File: config.mk
export PLATFORM = sky130hd
export DESIGN_NAME = asc_control
export DESIGN_NICKNAME = d
export VERILOG_FILES = /design/src/asc_pkg.sv /design/src/asc_sample_if.sv /design/src/asc_control.sv /design/src/asc_step_counter.sv
export VERILOG_INCLUDE_DIRS = /design/src /design/src/src
export SDC_FILE = /design/constraint.sdc
export NUM_CORES = 1
export LEC_CHECK = 0
export ABC_AREA = 1
export BUFFER_PORTS_ARGS = -buffer_cell sky130_fd_sc_hd__buf_4
export CAP_MARGIN = 20
export CORE_MARGIN = 1
export CORE_UTILIZATION = 47
export DETAILED_ROUTE_END_ITERATION = 12
export GPL_ROUTABILITY_DRIVEN = 0
export MAX_ROUTING_LAYER = met4
export PLACE_DENSITY = 0.8
export SLEW_MARGIN = 25
export SYNTH_ARGS = -nofsm -noshare
export SYNTH_HDL_FRONTEND = slang
export SYNTH_HIERARCHICAL = 1
export SYNTH_SLANG_ARGS = --single-unit
File: constraint.sdc
create_clock -name hclk -period 1.7 [get_ports hclk]
set_input_delay 0.255 -clock hclk [delete_from_list [all_inputs] [get_ports hclk]]
set_output_delay 0.255 -clock hclk [all_outputs]
set_load 0.02 [all_outputs]
File: src/asc_regs.svh
// register offsets, field positions and reset values for the sequence control
`ifndef ASC_REGS_SVH
`define ASC_REGS_SVH
`define ASC_CTRL2_OFFSET 8'h00
`define ASC_MODE_OFFSET 8'h04
`define ASC_STATUS_OFFSET 8'h08
`define ASC_CTRL2_RESET 16'h0000
`define ASC_CTRL2_WMASK 16'he73f
`define ASC_REF_HI 15
`define ASC_REF_LO 13
`define ASC_SCAN_BIT 10
`define ASC_CHANNEL_COUNT_HI 9
`define ASC_CHANNEL_COUNT_LO 8
`define ASC_HALF_FILL_STATUS_BIT 7
`define ASC_CONVS_PER_STEP_HI 5
`define ASC_CONVS_PER_STEP_LO 2
`define ASC_SPLIT_BUFFER_MODE_BIT 1
`define ASC_ALTERNATE_SAMPLE_BIT 0
`define ASC_MODE_12B_BIT 0
`define ASC_BUF_HALF 4'h8
`endif

File: src/asc_pkg.sv
// types shared by the sequence control modules
package asc_pkg;
    typedef enum logic [1:0] {
        ASC_REF_SUPPLY,
        ASC_REF_EXT_POS,
        ASC_REF_EXT_NEG
    } asc_ref_e;
    typedef logic [3:0] asc_count_t;
endpackage

File: src/asc_sample_if.sv
// samples finished and the step pulses back from the counter
`timescale 1ns/1ps
interface asc_sample_if;
    logic done;
    logic [3:0] rate;
    logic step;
    modport ctrl (output done, output rate, input step);
    modport cnt (input done, input rate, output step);
endinterface

File: src/asc_control.sv
// second control register of the converter and its sequencing logic
// Operation
// - 3-bit reference code: 001 ext positive, 010 ext negative, else supply
// - scan bit set steps channel zero inputs during first sample
// - channel count 1x converts four channels, 00 channel zero; zero in 12b
// - status bit reads 1 while filling second half in split mode
// - step or interrupt after every n+1 completed conversions
// - split mode alternates halves per interrupt, else restart at start
// - alternate bit set toggles input select set each sample
//
// Chosen here: the AHB-Lite interface to the registers and the address map.
`timescale 1ns/1ps
`include "asc_regs.svh"
module asc_control
    import asc_pkg::*;
(
    input wire logic hclk,
    input wire logic hresetn,
    input wire logic hsel,
    input wire logic [31:0] haddr,
    input wire logic [1:0] htrans,
    input wire logic hwrite,
    input wire logic [2:0] hsize,
    input wire logic [31:0] hwdata,
    input wire logic hready,
    output logic [31:0] hrdata,
    output logic hreadyout,
    output logic hresp,
    input wire logic conv_done,
    input wire logic sample_start,
    output logic [1:0] ref_sel,
    output logic scan_active,
    output logic four_channels,
    output logic use_set_b,
    output logic [3:0] buf_addr,
    output logic buf_second_half,
    output logic dma_step
);
    typedef struct packed {
        logic [15:0] ctrl2;
        logic twelve_bit_mode;
        logic wr_pend;
        logic rd_pend;
        logic [7:0] addr;
        logic [31:0] rdata;
        logic [1:0] ref_sel;
        logic scan_active;
        logic four_channels;
        logic set_b;
        logic first_sample;
        logic half;
        logic [3:0] fill;
        logic [3:0] baddr;
        logic step;
    } asc_ctl_s;
    asc_ctl_s st, next_st;
    asc_sample_if sif();
    logic [15:0] ctrl2_view;
    logic ctrl2_wr;
    // only a write of control two restarts the conversion count
    assign ctrl2_wr = st.wr_pend && (st.addr == `ASC_CTRL2_OFFSET);
    // ============================================================
    // helpers
    function automatic asc_ref_e ref_decode(input logic [2:0] code);
        case (code)
            3'h1: ref_decode = ASC_REF_EXT_POS;
            3'h2: ref_decode = ASC_REF_EXT_NEG;
            default: ref_decode = ASC_REF_SUPPLY;
        endcase
    endfunction
    // ============================================================
    // counter of completed conversions
    assign sif.done = conv_done;
    assign sif.rate = st.ctrl2[`ASC_CONVS_PER_STEP_HI:`ASC_CONVS_PER_STEP_LO];
    asc_step_counter u_cnt (
        .hclk(hclk),
        .hresetn(hresetn),
        .clear(ctrl2_wr),
        .sif(sif)
    );
    // register view: channel count reads zero in twelve-bit mode
    always_comb begin
        ctrl2_view = st.ctrl2;
        if (st.twelve_bit_mode) begin
            ctrl2_view[`ASC_CHANNEL_COUNT_HI:`ASC_CHANNEL_COUNT_LO] = 2'h0;
        end
        ctrl2_view[`ASC_HALF_FILL_STATUS_BIT] =
            st.ctrl2[`ASC_SPLIT_BUFFER_MODE_BIT] & st.half;
    end
    // ============================================================
    // bus slave and sequencing
    always_comb begin
        next_st = st;
        next_st.wr_pend = 1'b0;
        next_st.rd_pend = 1'b0;
        next_st.step = sif.step;
        // write data phase; unmapped bits dropped by the mask
        if (st.wr_pend) begin
            case (st.addr)
                `ASC_CTRL2_OFFSET: begin
                    next_st.ctrl2 = hwdata[15:0] & `ASC_CTRL2_WMASK;
                    next_st.half = 1'b0;
                    next_st.fill = 4'h0;
                end
                `ASC_MODE_OFFSET: begin
                    next_st.twelve_bit_mode = hwdata[`ASC_MODE_12B_BIT];
                end
                default: begin
                end
            endcase
        end
        // address phase
        if (hsel && hready && htrans[1]) begin
            next_st.addr = haddr[7:0];
            next_st.wr_pend = hwrite;
            next_st.rd_pend = !hwrite;
            case (haddr[7:0])
                `ASC_CTRL2_OFFSET: next_st.rdata = {16'h0000, ctrl2_view};
                `ASC_MODE_OFFSET:
                    next_st.rdata = {31'h0, st.twelve_bit_mode};
                `ASC_STATUS_OFFSET:
                    next_st.rdata = {27'h0, st.half, st.fill};
                default: next_st.rdata = 32'h0000_0000;
            endcase
        end
        next_st.ref_sel = 2'(ref_decode(st.ctrl2[`ASC_REF_HI:`ASC_REF_LO]));
        next_st.four_channels = !st.twelve_bit_mode
            && st.ctrl2[`ASC_CHANNEL_COUNT_HI];
        // sample sequencing
        if (sample_start) begin
            next_st.scan_active = st.ctrl2[`ASC_SCAN_BIT]
                && st.first_sample;
            next_st.first_sample = 1'b0;
            if (st.ctrl2[`ASC_ALTERNATE_SAMPLE_BIT]) begin
                next_st.set_b = !st.set_b;
            end else begin
                next_st.set_b = 1'b0;
            end
        end
        if (!st.ctrl2[`ASC_ALTERNATE_SAMPLE_BIT]) begin
            next_st.set_b = 1'b0;
        end
        // scanning stops as soon as the enable is cleared
        if (!st.ctrl2[`ASC_SCAN_BIT]) begin
            next_st.scan_active = 1'b0;
        end
        // buffer fill position advances per completed conversion
        if (conv_done) begin
            next_st.fill = st.fill + 4'h1;
        end
        if (sif.step) begin
            next_st.first_sample = 1'b1;
            if (st.ctrl2[`ASC_SPLIT_BUFFER_MODE_BIT]) begin
                next_st.half = !st.half;
                next_st.fill = 4'h0;
            end else begin
                next_st.half = 1'b0;
                next_st.fill = 4'h0;
            end
        end
        if (st.wr_pend && st.addr == `ASC_CTRL2_OFFSET) begin
            next_st.first_sample = 1'b1;
        end
        // buffer address registered so the port comes from a flop
        next_st.baddr = next_st.half ? (next_st.fill | `ASC_BUF_HALF)
            : next_st.fill;
    end
    always_ff @(posedge hclk or negedge hresetn) begin
        if (!hresetn) begin
            st <= '0;
            st.first_sample <= 1'b1;
        end else begin
            st <= next_st;
        end
    end
    // ============================================================
    // outputs from flops, except hreadyout and hresp which are tied constant
    assign hrdata = st.rdata;
    assign hreadyout = 1'b1;
    assign hresp = 1'b0;
    assign ref_sel = st.ref_sel;
    assign scan_active = st.scan_active;
    assign four_channels = st.four_channels;
    assign use_set_b = st.set_b;
    assign buf_addr = st.baddr;
    assign buf_second_half = st.half;
    assign dma_step = st.step;
endmodule

File: src/asc_step_counter.sv
// counts completed conversions and pulses a step every rate+1 of them
`timescale 1ns/1ps
module asc_step_counter
    import asc_pkg::*;
(
    input wire logic hclk,
    input wire logic hresetn,
    input wire logic clear,
    asc_sample_if.cnt sif
);
    typedef struct packed {
        asc_count_t count;
    } asc_cnt_s;
    asc_cnt_s st, next_st;
    logic step_now;
    // ============================================================
    // counter; step leaves unregistered so the caller's flop is the only delay
    always_comb begin
        next_st = st;
        step_now = 1'b0;
        if (clear) begin
            next_st.count = 4'h0;
        end else if (sif.done) begin
            if (st.count >= sif.rate) begin
                next_st.count = 4'h0;
                step_now = 1'b1;
            end else begin
                next_st.count = st.count + 4'h1;
            end
        end
    end
    always_ff @(posedge hclk or negedge hresetn) begin
        if (!hresetn) begin
            st <= '0;
        end else begin
            st <= next_st;
        end
    end
    assign sif.step = step_now;
endmodule

# Yosys cells after proc, flatten, opt, wreduce, memory -nomap -nowiden
# Index checks and enable logic that the tools add are counted.
# W data, S select, Z words.
# op_classes
n_addsub	2
order_cmp	1
eq_ne	7
n_mux	22
bitwise	1
reduce_logical	15
# op_table
cell	n
$pmux W16 S3	1
$mux W42	1
$mux W4	5
$eq A8 B3 Y1 const B	2
$logic_not A8 Y1	2
$mux W5	3
$add A4 B1 Y4 const B	2
$eq A8 B4 Y1 const B	1
$mux W1	8
$mux W6	1
$logic_and A1 B1 Y1	5
$ge A4 B4 Y1	1
$logic_not A1 Y1	4
$mux W2	2
$ne A2 B2 Y1 const B	2
$pmux W2 S2	1
$reduce_and A2 Y1	2
$eq A3 B1 Y1 const B	1
$eq A3 B2 Y1 const B	1
$reduce_bool A3 Y1	1
$reduce_bool A2 Y1	1
$and A1 B1 Y1	1
# word_totals
regBits	74
inputBits	76
output_inout_bits	45
wordCells	63

# Depth between registers and ports, before layout
# Gate-level depths: netlist of the first run.
# depth
ltp_word	6
depth_mapped	14
depth_no_buf	14

# By module
# The synthesis of the first run kept the hierarchy.
# modules_own_cells
module	n_inst	cells_each	area_each_um2	seq_area_each_um2
asc_control	1	284	2331.0	1202.4
asc_step_counter	1	45	332.8	100.1

# Worst setup path after synthesis of the first run
# OpenSTA, ideal clock, no wires.
# synth_path
path_type	flip-flop to flip-flop
start	register st[49] (netlist bit)
end	register st (netlist bit buf_addr[2])
setup_time_ps	77
arrival_time_ps	1472
t_required_ps	1623
path_slack_ps	150
stages_incl_launch_ff	13
path_buffers	1
synth_period_minus_slack_ps	1550
path_cell_list	dfrtp_1 > nor2_1 > nand2_1 > nor2_2 > nand2_2 > clkinv_2 > buf_6 > nor2_4 > nand2_1 > inv_1 > nor2_1 > nand2_1 > a21oi_1
# synth_lines
element	line	rtl
start, declared	asc_control.sv:56	asc_ctl_s st, next_st;
start signal, assigned	asc_control.sv:173	st <= next_st;

==> results by group, run 1 <==
Critical path
  • Cell Chain, Critical Path: inv_1 > ha_4 > nand2_1 > inv_1 > nand2_2 > nand3_2 > nand2_1 > inv_2 > inv_4 > nand2_1 > nand2_1 > nand2_1 > nand2_1
  • Critical path peak fanout: 5
  • Launching point of the worst reg2reg path: ctrl2_view[3]
  • Critical Path Max Stage Delay: 0.40 ns
  • WS Path Type: flip-flop to flip-flop
  • Beginning of the critical path: ctrl2_view[3]
  • WP buf/inv: 4
  • Crit-path slowest cell: dfrtp_1
  • Worst EP required: 1.91 ns
  • Worst path top cell family by delay: simple AND/OR/NAND/NOR gates
  • CP arrival: 1.78 ns
  • Crit path launch type: flip-flop
  • Most frequent CP cell: nand2_1
  • CP Capture Type: flip-flop

CTS
  • Worst-Skew Late Latency: 0.31 ns
  • CTS Buf Count: 5
  • Reg clk slew, reported paths: 0.10 ns
  • Depth of the CTS H-tree: 2
  • Clk buf depth: 2
  • CTS root buf: clkbuf_8
  • CTS tree: yes
  • CTS sink count: 52

Timing
  • RSZ-0062 raised after global routing: no
  • Period utilization: 92.6%
  • Final Setup Violations: 0
  • Slew margin rel.: 57.0%
  • Fin. Hold Viols: 0
  • Clock skew: 0.00948 ns
  • Setup TNS: 0 ns
  • Period minus WS final: 1.57 ns
  • Peak Freq: 635 MHz
  • Fin. max-slew vios: 0
  • Worst Max-Slew Pin Slew: 0.645 ns
  • WHS: 0.126 ns

Status
  • Status: complete, no violations

Power and ir drop
  • Worst vdd ir: 724 uV
  • Leakage Power: 1.73 nW
  • Pwr Total: 3.80 mW
  • Pwr per Cell Area: 1220 nW/um2

Finish
  • Area of the multi-input gates: 1010 um2
  • Fill cells: 496
  • Layout Area Growth over Synthesis: 16.8%
  • Layout cell share with drive strength beyond 1: 25.5%
  • NumNets Final: 453
  • Antenna fix cells: 0
  • Storage cell area: 1300 um2

Floorplanning
  • FP Rows: 27
  • I/O pin count: 121
  • Initial Util: 48.7%
  • Horiz. Die Dim: 77.3 um
  • Die Ht: 77.3 um
  • Core area: 5470 um2
  • Die area: 5970 um2

Synth
  • Synthesized area per cell: 8.10 um2
  • Post-synthesis cell type count: 25
  • Mapped Cells: 329
  • Post-synthesis register bit count: 52
  • Warnings from Yosys: 6
  • Register area share after synthesis: 48.9%
  • Mapped Area: 2660 um2

Routing
  • Routed WL per cell: 11.6 um
  • Via count: 2088
  • Drt pass-1 iters: 4
  • Via-to-Cell Ratio: 4.70
  • DR iter-0 viols: 174
  • Final wirelength: 5170 um
  • Final ANT Viol Nets: 0
  • # DRC: 0

Global routing
  • Pin count of the biggest net entering global routing: 53
  • GRT Resource Usage Total: 18.6%
  • Antenna violations before repair: 0
  • Grt ovf: 0
  • First-pass GRT wire length: 8360 um
  • Vias in the first global route: 1921

Run
  • Max_cap viols: 0

Hold path
  • Hold WC Path Type: primary input to flip-flop
  • Hold Crit Start: hwdata[2]

Place
  • Port Buffers: 51
  • Post-detail-place hpwl: 3790 um
-- layout make-up --
class,instances,area share [%]
well taps,72,2.90
multi-input cells,213,32.4
inverters,36,4.47
clock inverters,3,0.885
flip-flops and latches,52,41.9
clock buffers,5,2.21
repair buffers,63,15.3
-- state kept, by name, indices dropped and copies added, names as in the netlist --
signal and count:
buf_addr 4, scan_active 1, dma_step 1, ref_sel 2, buf_second_half 1, four_channels 1
hrdata 13, st 14, use_set_b 1, ctrl2_view 10, u_cnt/st 4
-- power by group --
| group | internal (mW) | switching [mW] | total, mW |
|---|---|---|---|
| clock | 0.303 | 0.440 | 0.743 |
| sequential | 1.53 | 0.231 | 1.76 |
| combinational | 0.566 | 0.724 | 1.29 |
| total | 2.40 | 1.39 | 3.80 |
-- cell usage after synthesis --
| library cell | number | share of area [%] |
|---|---|---|
| a21oi_1 | 9 | 1.7 |
| a21oi_2 | 1 | 0.33 |
| buf_2 | 2 | 0.38 |
| buf_4 | 40 | 11 |
| buf_6 | 2 | 0.85 |
| clkbuf_1 | 3 | 0.42 |
| clkinv_2 | 1 | 0.19 |
| conb_1 | 2 | 0.28 |
| dfrtp_1 | 51 | 48 |
| dfstp_2 | 1 | 0.99 |
| ha_1 | 6 | 2.8 |
| inv_1 | 27 | 3.8 |
| inv_2 | 8 | 1.1 |
| nand2_1 | 110 | 16 |
| nand2_2 | 1 | 0.24 |
| nand3_1 | 22 | 4.1 |
| nand4_1 | 2 | 0.47 |
| nor2_1 | 15 | 2.1 |
| nor2_2 | 3 | 0.70 |
| nor2_4 | 1 | 0.42 |
| nor3_1 | 2 | 0.38 |
| o211ai_1 | 1 | 0.28 |
| o21ai_0 | 2 | 0.38 |
| o21ai_1 | 16 | 3.0 |
| xor2_1 | 1 | 0.33 |
-- placed cells by master (no fill, tap or decap), types with 2 or more instances in the layout --
| master | instances |
|---|---|
| ha_1 | 4 |
| nor2_2 | 3 |
| nand2_2 | 3 |
| o21ai_0 | 2 |
| nand4_1 | 2 |
| inv_1 | 25 |
| buf_4 | 62 |
| clkbuf_8 | 5 |
| o21ai_1 | 16 |
| nand2_1 | 108 |
| inv_2 | 9 |
| a21oi_1 | 9 |
| nor3_1 | 2 |
| nand3_2 | 2 |
| conb_1 | 21 |
| dfrtp_1 | 51 |
| nand3_1 | 20 |
| ha_4 | 2 |
| nor2_1 | 14 |
| nor2_4 | 2 |
-- layer usage --
metal | share of wire (%) | GRT usage [%] | routed length, um
met1 | 42 | 22.0 | 2170
met2 | 51 | 31.3 | 2610
met3 | 5.8 | 3.45 | 299
met4 | 1.6 | 7.36 | 85
met5 | 0 | - | 0
-- logic make-up after synthesis --
family	share of synthesized area [%]
AND/OR/NAND/NOR	24.0
AO/OA/AOI/OAI	5.68
adder cells (fa/ha/maj)	2.82
flip-flops	48.9
XOR/XNOR	0.329
buffers and inverters	18.0
other	0.282
-- timing repair --
item,CTS,global route
hold buffers,1,0
pin swaps,0,2
setup endpoints to repair,3,5
gates resized for setup,2,10
setup buffers,0,2
endpoints found under the hold margin,51,0
-- per-stage QoR --
step	utilization, %	instances	setup WS [ns]	area (um2)
CTS	55.6	442	0.0280	3040
global route	56.8	444	0.0171	3110
global placement	53.6	433	0.0635	2930
floorplan	-	348	0.150	2740
finish	56.8	444	0.125	3110
detailed placement	53.6	433	0.00560	2930
-- tightest hold or removal path, stage by stage --
cell,delay [ns]
buf_4,0.07
nand2_1,0.04
nand2_1,0.04
-- final timing paths --
kind | to | slack [ns] | cells past startpoint
setup / recovery | buf_addr[3] | 0.13 | 13
hold / removal | ctrl2_view[2] | 0.13 | 3
setup reg to reg | buf_addr[3] | 0.13 | 13
hold reg to reg | ref_sel[0] | 0.48 | 1
max in group asynchronous | ctrl2_view[1] | 0.76 | 2
min in group asynchronous | hrdata[0] | 0.50 | 2
Power figures use the tool's default switching activity.
==> inputs of run 2 (changes only) <==
- PLACE_DENSITY: 0.8 -> 0.81
==> results by group, run 2 (synthesis gave the netlist of run 1 again) <==
Critical path
  • Worst R2R End: buf_addr[3]
  • Crit path launch type: flip-flop
  • Worst EP required: 1.90 ns
  • Critical path peak fanout: 5
  • Worst R2R Setup Slack: 0.04 ns
  • CP Capture Type: flip-flop
  • CP arrival: 1.86 ns
  • Beginning of the critical path: ctrl2_view[5]
  • Reg2reg path depth: 13
  • WS Path Type: flip-flop to flip-flop
  • Launching point of the worst reg2reg path: ctrl2_view[5]

Finish
  • Most common cell after layout, fill and taps aside: nand2_1
  • Top reg by flops: st
  • Largest register FFs: 14
  • NumNets Final: 455
  • Most frequent cells in the layout: 109 x nand2_1, 64 x buf_4, 51 x dfrtp_1
  • Finished Layout Cells: 446
  • Layout cell share with drive strength beyond 1: 26.5%
  • Antenna fix cells: 0
  • Layout Area Growth over Synthesis: 18.6%
  • Fill cells: 487

Place
  • Port Buffers: 51
  • Post-detail-place hpwl: 3690 um
  • Placed Cells incl. Taps: 432

Global routing
  • Met1 Track Usage GR: 24.6%
  • GR Util met3: 3.93%
  • Vias in the first global route: 1970
  • GRT Resource Usage Total: 19.3%
  • First-pass GRT wire length: 8810 um
  • Antenna violations before repair: 0
  • Pin count of the biggest net entering global routing: 53
  • GR met2 Demand/Resource: 30.2%
  • Busiest grt layer: met2
  • Grt ovf: 0

Power and ir drop
  • Worst vdd ir: 814 uV
  • Pwr per Cell Area: 1260 nW/um2
  • Leakage Power: 1.76 nW
  • Clk pwr share: 22.2%
  • Reg power frac: 44.4%
  • Pwr Total: 3.99 mW
  • Combinational power share: 33.4%
  • Cell internal pwr: 2.60 mW
  • Sw Pwr: 1.39 mW
  • Sw frac: 34.8%

Timing
  • Setup TNS: 0 ns
  • Peak Freq: 604 MHz
  • Clock skew: 0.00545 ns
  • Period utilization: 97.4%
  • WHS: 0.137 ns
  • Final Setup Violations: 0
  • Fin. max-slew vios: 0
  • Worst Max-Slew Pin Slew: 0.642 ns
  • Fin. Hold Viols: 0
  • Slew margin rel.: 57.2%
  • Period minus WS final: 1.66 ns

CTS
  • Depth of the CTS H-tree: 2
  • CTS sink count: 52
  • CTS root buf: clkbuf_8
  • Worst-Skew Late Latency: 0.31 ns
  • CTS tree: yes
  • CTS Buf Count: 5
  • Reg clk slew, reported paths: 0.09 ns
  • Clk buf depth: 2

Routing
  • DR iter-0 viols: 144
  • Via count: 2115
  • Routed WL per cell: 11.9 um
  • Final ANT Viol Nets: 0
  • Final wirelength: 5300 um
  • Drt pass-1 iters: 4
  • Via-to-Cell Ratio: 4.74
  • # DRC: 0

Floorplanning
  • I/O pin count: 121
  • Initial Util: 48.7%
  • Core area: 5470 um2
  • Die area: 5970 um2
  • Die Ht: 77.3 um
  • Horiz. Die Dim: 77.3 um
  • FP Rows: 27

Run
  • Max_cap viols: 0

Hold path
  • Hold Crit Start: hwdata[4]
  • Worst hold endpoint: ctrl2_view[4]
  • WHS Path Cells: 3
  • Hold WC Path Type: primary input to flip-flop

Status
  • Status: complete, no violations
-- run 2: worst max-delay path by stage --
stage,endpoint,slack (ns),depth (start not counted)
2_1_floorplan,buf_addr[2],0.15,12
3_3_place_gp,buf_addr[2],0.04,10
3_5_place_dp,buf_addr[0],-0.03,10
4_1_cts,buf_addr[0],0.007,11
5_1_grt,buf_addr[3],-0.08,13
6_report,buf_addr[3],0.04,13
-- run 2: power by group through the flow --
stage	logic, mW	registers (mW)	clock network, mW
after floorplan	0.800	1.79	0
after global placement	1.09	1.78	0
after detailed placement	1.14	1.79	0
after CTS	1.21	1.75	0.906
after global routing	1.49	1.82	0.958
final	1.33	1.77	0.884
-- run 2: metrics by stage --
step	utilization [%]	setup slack (ns)	area, um2
floorplan	-	0.150	2740
global placement	53.4	0.0370	2920
detailed placement	53.4	-0.0310	2920
CTS	56.3	0.00675	3080
global route	57.7	-0.0752	3160
finish	57.7	0.0435	3160
-- run 2: repair_timing --
action,CTS,global route
pin swaps,0,1
hold buffers,1,0
endpoints found under the setup margin,3,5
buffers inserted,3,2
gates resized for setup,2,12
hold endpoints to repair,51,0
-- run 2: final cells by class --
cell class | count | area [um2] | share of cell area (%)
clock buffer | 6 | 82.6 | 2.61
timing repair buffer | 65 | 490 | 15.5
inverter | 36 | 139 | 4.40
sequential | 52 | 1300 | 41.2
tap | 72 | 90.1 | 2.85
clock inverter | 2 | 38.8 | 1.23
multi-input combinational | 213 | 1020 | 32.2
-- run 2: critical path, cell delays in order, from the launching register on --
cell and delay (ns):
dfrtp_1 0.36, inv_1 0.08, ha_4 0.28, nand2_1 0.05, inv_2 0.06, nand2_1 0.10, nand3_2 0.09, nand2_1 0.08
inv_2 0.13, inv_4 0.06, nand2_1 0.07, nand2_1 0.05, nand2_1 0.08, nand2_1 0.06
-- run 2: metal layers --
| metal | up-vias | share of wire (%) |
|---|---|---|
| met2 | 65 | 48 |
| met4 | 0 | 2.8 |
| li1 | 1039 | - |
| met3 | 17 | 4.8 |
| met1 | 994 | 44 |
| met5 | - | 0 |
==> inputs of run 3 (changes only) <==
- CELL_PAD_IN_SITES_DETAIL_PLACEMENT: not set -> 0
- CELL_PAD_IN_SITES_GLOBAL_PLACEMENT: not set -> 1
- CORE_UTILIZATION: 47 -> 33
==> results by group, run 3 (synthesis gave the netlist of run 1 again) <==
Status
  • Status: finished, violations left
  • Failing checks: hold timing

CTS
  • CTS root buf: clkbuf_8
  • CTS sink count: 52
  • Worst-Skew Late Latency: 0.30 ns
  • Clk buf depth: 2
  • CTS tree: yes
  • Depth of the CTS H-tree: 2
  • Reg clk slew, reported paths: 0.09 ns
  • CTS Buf Count: 5

Finish
  • NumNets Final: 453
  • Largest register FFs: 14
  • Fin area: 3170 um2
  • Antenna fix cells: 0
  • Layout cell share with drive strength beyond 1: 26.1%
  • Most common cell after layout, fill and taps aside: nand2_1
  • Top reg by flops: st
  • Area of the multi-input gates: 1000 um2
  • Fill cells: 795
  • Layout Area Growth over Synthesis: 18.8%
  • Most frequent cells in the layout: 108 x nand2_1, 63 x buf_4, 51 x dfrtp_1
  • Storage cell area: 1300 um2

Critical path
  • WS Path Type: flip-flop to flip-flop
  • Crit path launch type: flip-flop
  • Worst R2R End: buf_addr[2]
  • Worst R2R Setup Slack: 0.13 ns
  • Launching point of the worst reg2reg path: ctrl2_view[3]
  • CP Capture Type: flip-flop
  • Critical path peak fanout: 4
  • Reg2reg path depth: 11
  • CP arrival: 1.81 ns
  • Worst EP required: 1.94 ns

Routing
  • Via-to-Cell Ratio: 4.30
  • Final ANT Viol Nets: 0
  • Final wirelength: 5430 um
  • Via count: 2036
  • # DRC: 0
  • DR iter-0 viols: 93
  • Drt pass-1 iters: 4
  • Routed WL per cell: 11.5 um

Floorplanning
  • Horiz. Die Dim: 91.8 um
  • Initial Util: 34.3%
  • FP Rows: 32
  • I/O pin count: 121
  • Core area: 7770 um2
  • Die area: 8440 um2
  • Die Ht: 91.8 um

Run
  • Max_cap viols: 0

Timing
  • Final Setup Violations: 0
  • Peak Freq: 638 MHz
  • Fin. max-slew vios: 0
  • Fin. Hold Viols: 51
  • Worst Max-Slew Pin Slew: 0.660 ns
  • Period minus WS final: 1.57 ns
  • Clock skew: 0.00541 ns
  • WHS: -0.0243 ns
  • Slew margin rel.: 56.0%
  • RSZ-0062 raised after global routing: no
  • Period utilization: 92.2%

Power and ir drop
  • Pwr Total: 3.93 mW
  • Worst vdd ir: 585 uV
  • Pwr per Cell Area: 1240 nW/um2
  • Leakage Power: 1.75 nW

Place
  • Dpl cell area: 2980 um2
  • Port Buffers: 51
  • Post-detail-place hpwl: 3970 um

Global routing
  • First-pass GRT wire length: 8960 um
  • Grt ovf: 0
  • Pin count of the biggest net entering global routing: 53
  • Antenna violations before repair: 0
  • Vias in the first global route: 1868
  • GRT Resource Usage Total: 13.8%

Hold path
  • Hold WC Path Type: primary input to async pin
==> run 3: stage by stage <==
| stage | TNS, ns | std cells | setup WS [ns] | hold slack [ns] | utilization, % |
|---|---|---|---|---|---|
| 3_3_place_gp | 0 | 464 | 0.0272 | 0.328 | 38.3 |
| 3_5_place_dp | -0.00179 | 464 | -0.00179 | 0.339 | 38.3 |
| 4_1_cts | 0 | 472 | 0.000766 | 0.00574 | 39.9 |
| 5_1_grt | 0 | 474 | 0.0000497 | 0.0261 | 40.8 |
| 6_report | 0 | 474 | 0.132 | -0.0243 | 40.8 |
| 2_1_floorplan | 0 | 348 | 0.150 | -0.0406 | - |
==> run 3: worst max-delay path by stage <==
stage                     slack (ns)          start           to  cells past startpoint
after floorplan                 0.15         st[49]  buf_addr[2]                     12
after global placement          0.03    u_cnt/st[3]  buf_addr[0]                     10
after detailed placement      -0.002    u_cnt/st[3]  buf_addr[1]                     10
after CTS                     0.0008    u_cnt/st[3]  buf_addr[1]                     10
after global routing         0.00005  ctrl2_view[3]  buf_addr[3]                     13
final                           0.13  ctrl2_view[3]  buf_addr[2]                     11
==> run 3: area by class of cell <==
type / count / area share [%]
clock buffer: 6 / 2.61
clock inverter: 2 / 1.23
inverter: 36 / 4.39
multi-input combinational: 213 / 31.7
sequential: 52 / 41.1
tap: 102 / 4.03
timing repair buffer: 63 / 14.9
==> run 3: critical path, cell delays in order, from the launching register on <==
cell     delay, ns
dfrtp_1       0.38
inv_1         0.05
ha_1          0.28
nand2_1       0.08
nand2_1       0.06
nand2_2       0.08
nand3_2       0.08
nand2_1       0.08
inv_2         0.06
nor2_4        0.13
nand2_1       0.08
a21oi_2       0.13
==> run 3: power breakdown <==
| part | switching (mW) | internal (mW) |
|---|---|---|
| Clock | 0.412 | 0.482 |
| Combinational | 0.720 | 0.548 |
| Sequential | 0.234 | 1.53 |
==> run 3: per-layer routing <==
layer,wire length [um],share of wire (%),track usage (%)
met1,2560,47,18.1
met2,2500,46,21.6
met3,324,6.0,2.99
met4,54,0.99,4.04
met5,0,0,-
==> run 3: timing repair <==
| action | 4_1_cts | 5_1_grt |
|---|---|---|
| pin swaps | 0 | 1 |
| setup buffers | 0 | 2 |
| resized for setup | 2 | 11 |
| hold buffers | 0 | 0 |
| setup endpoints to repair | 3 | 5 |
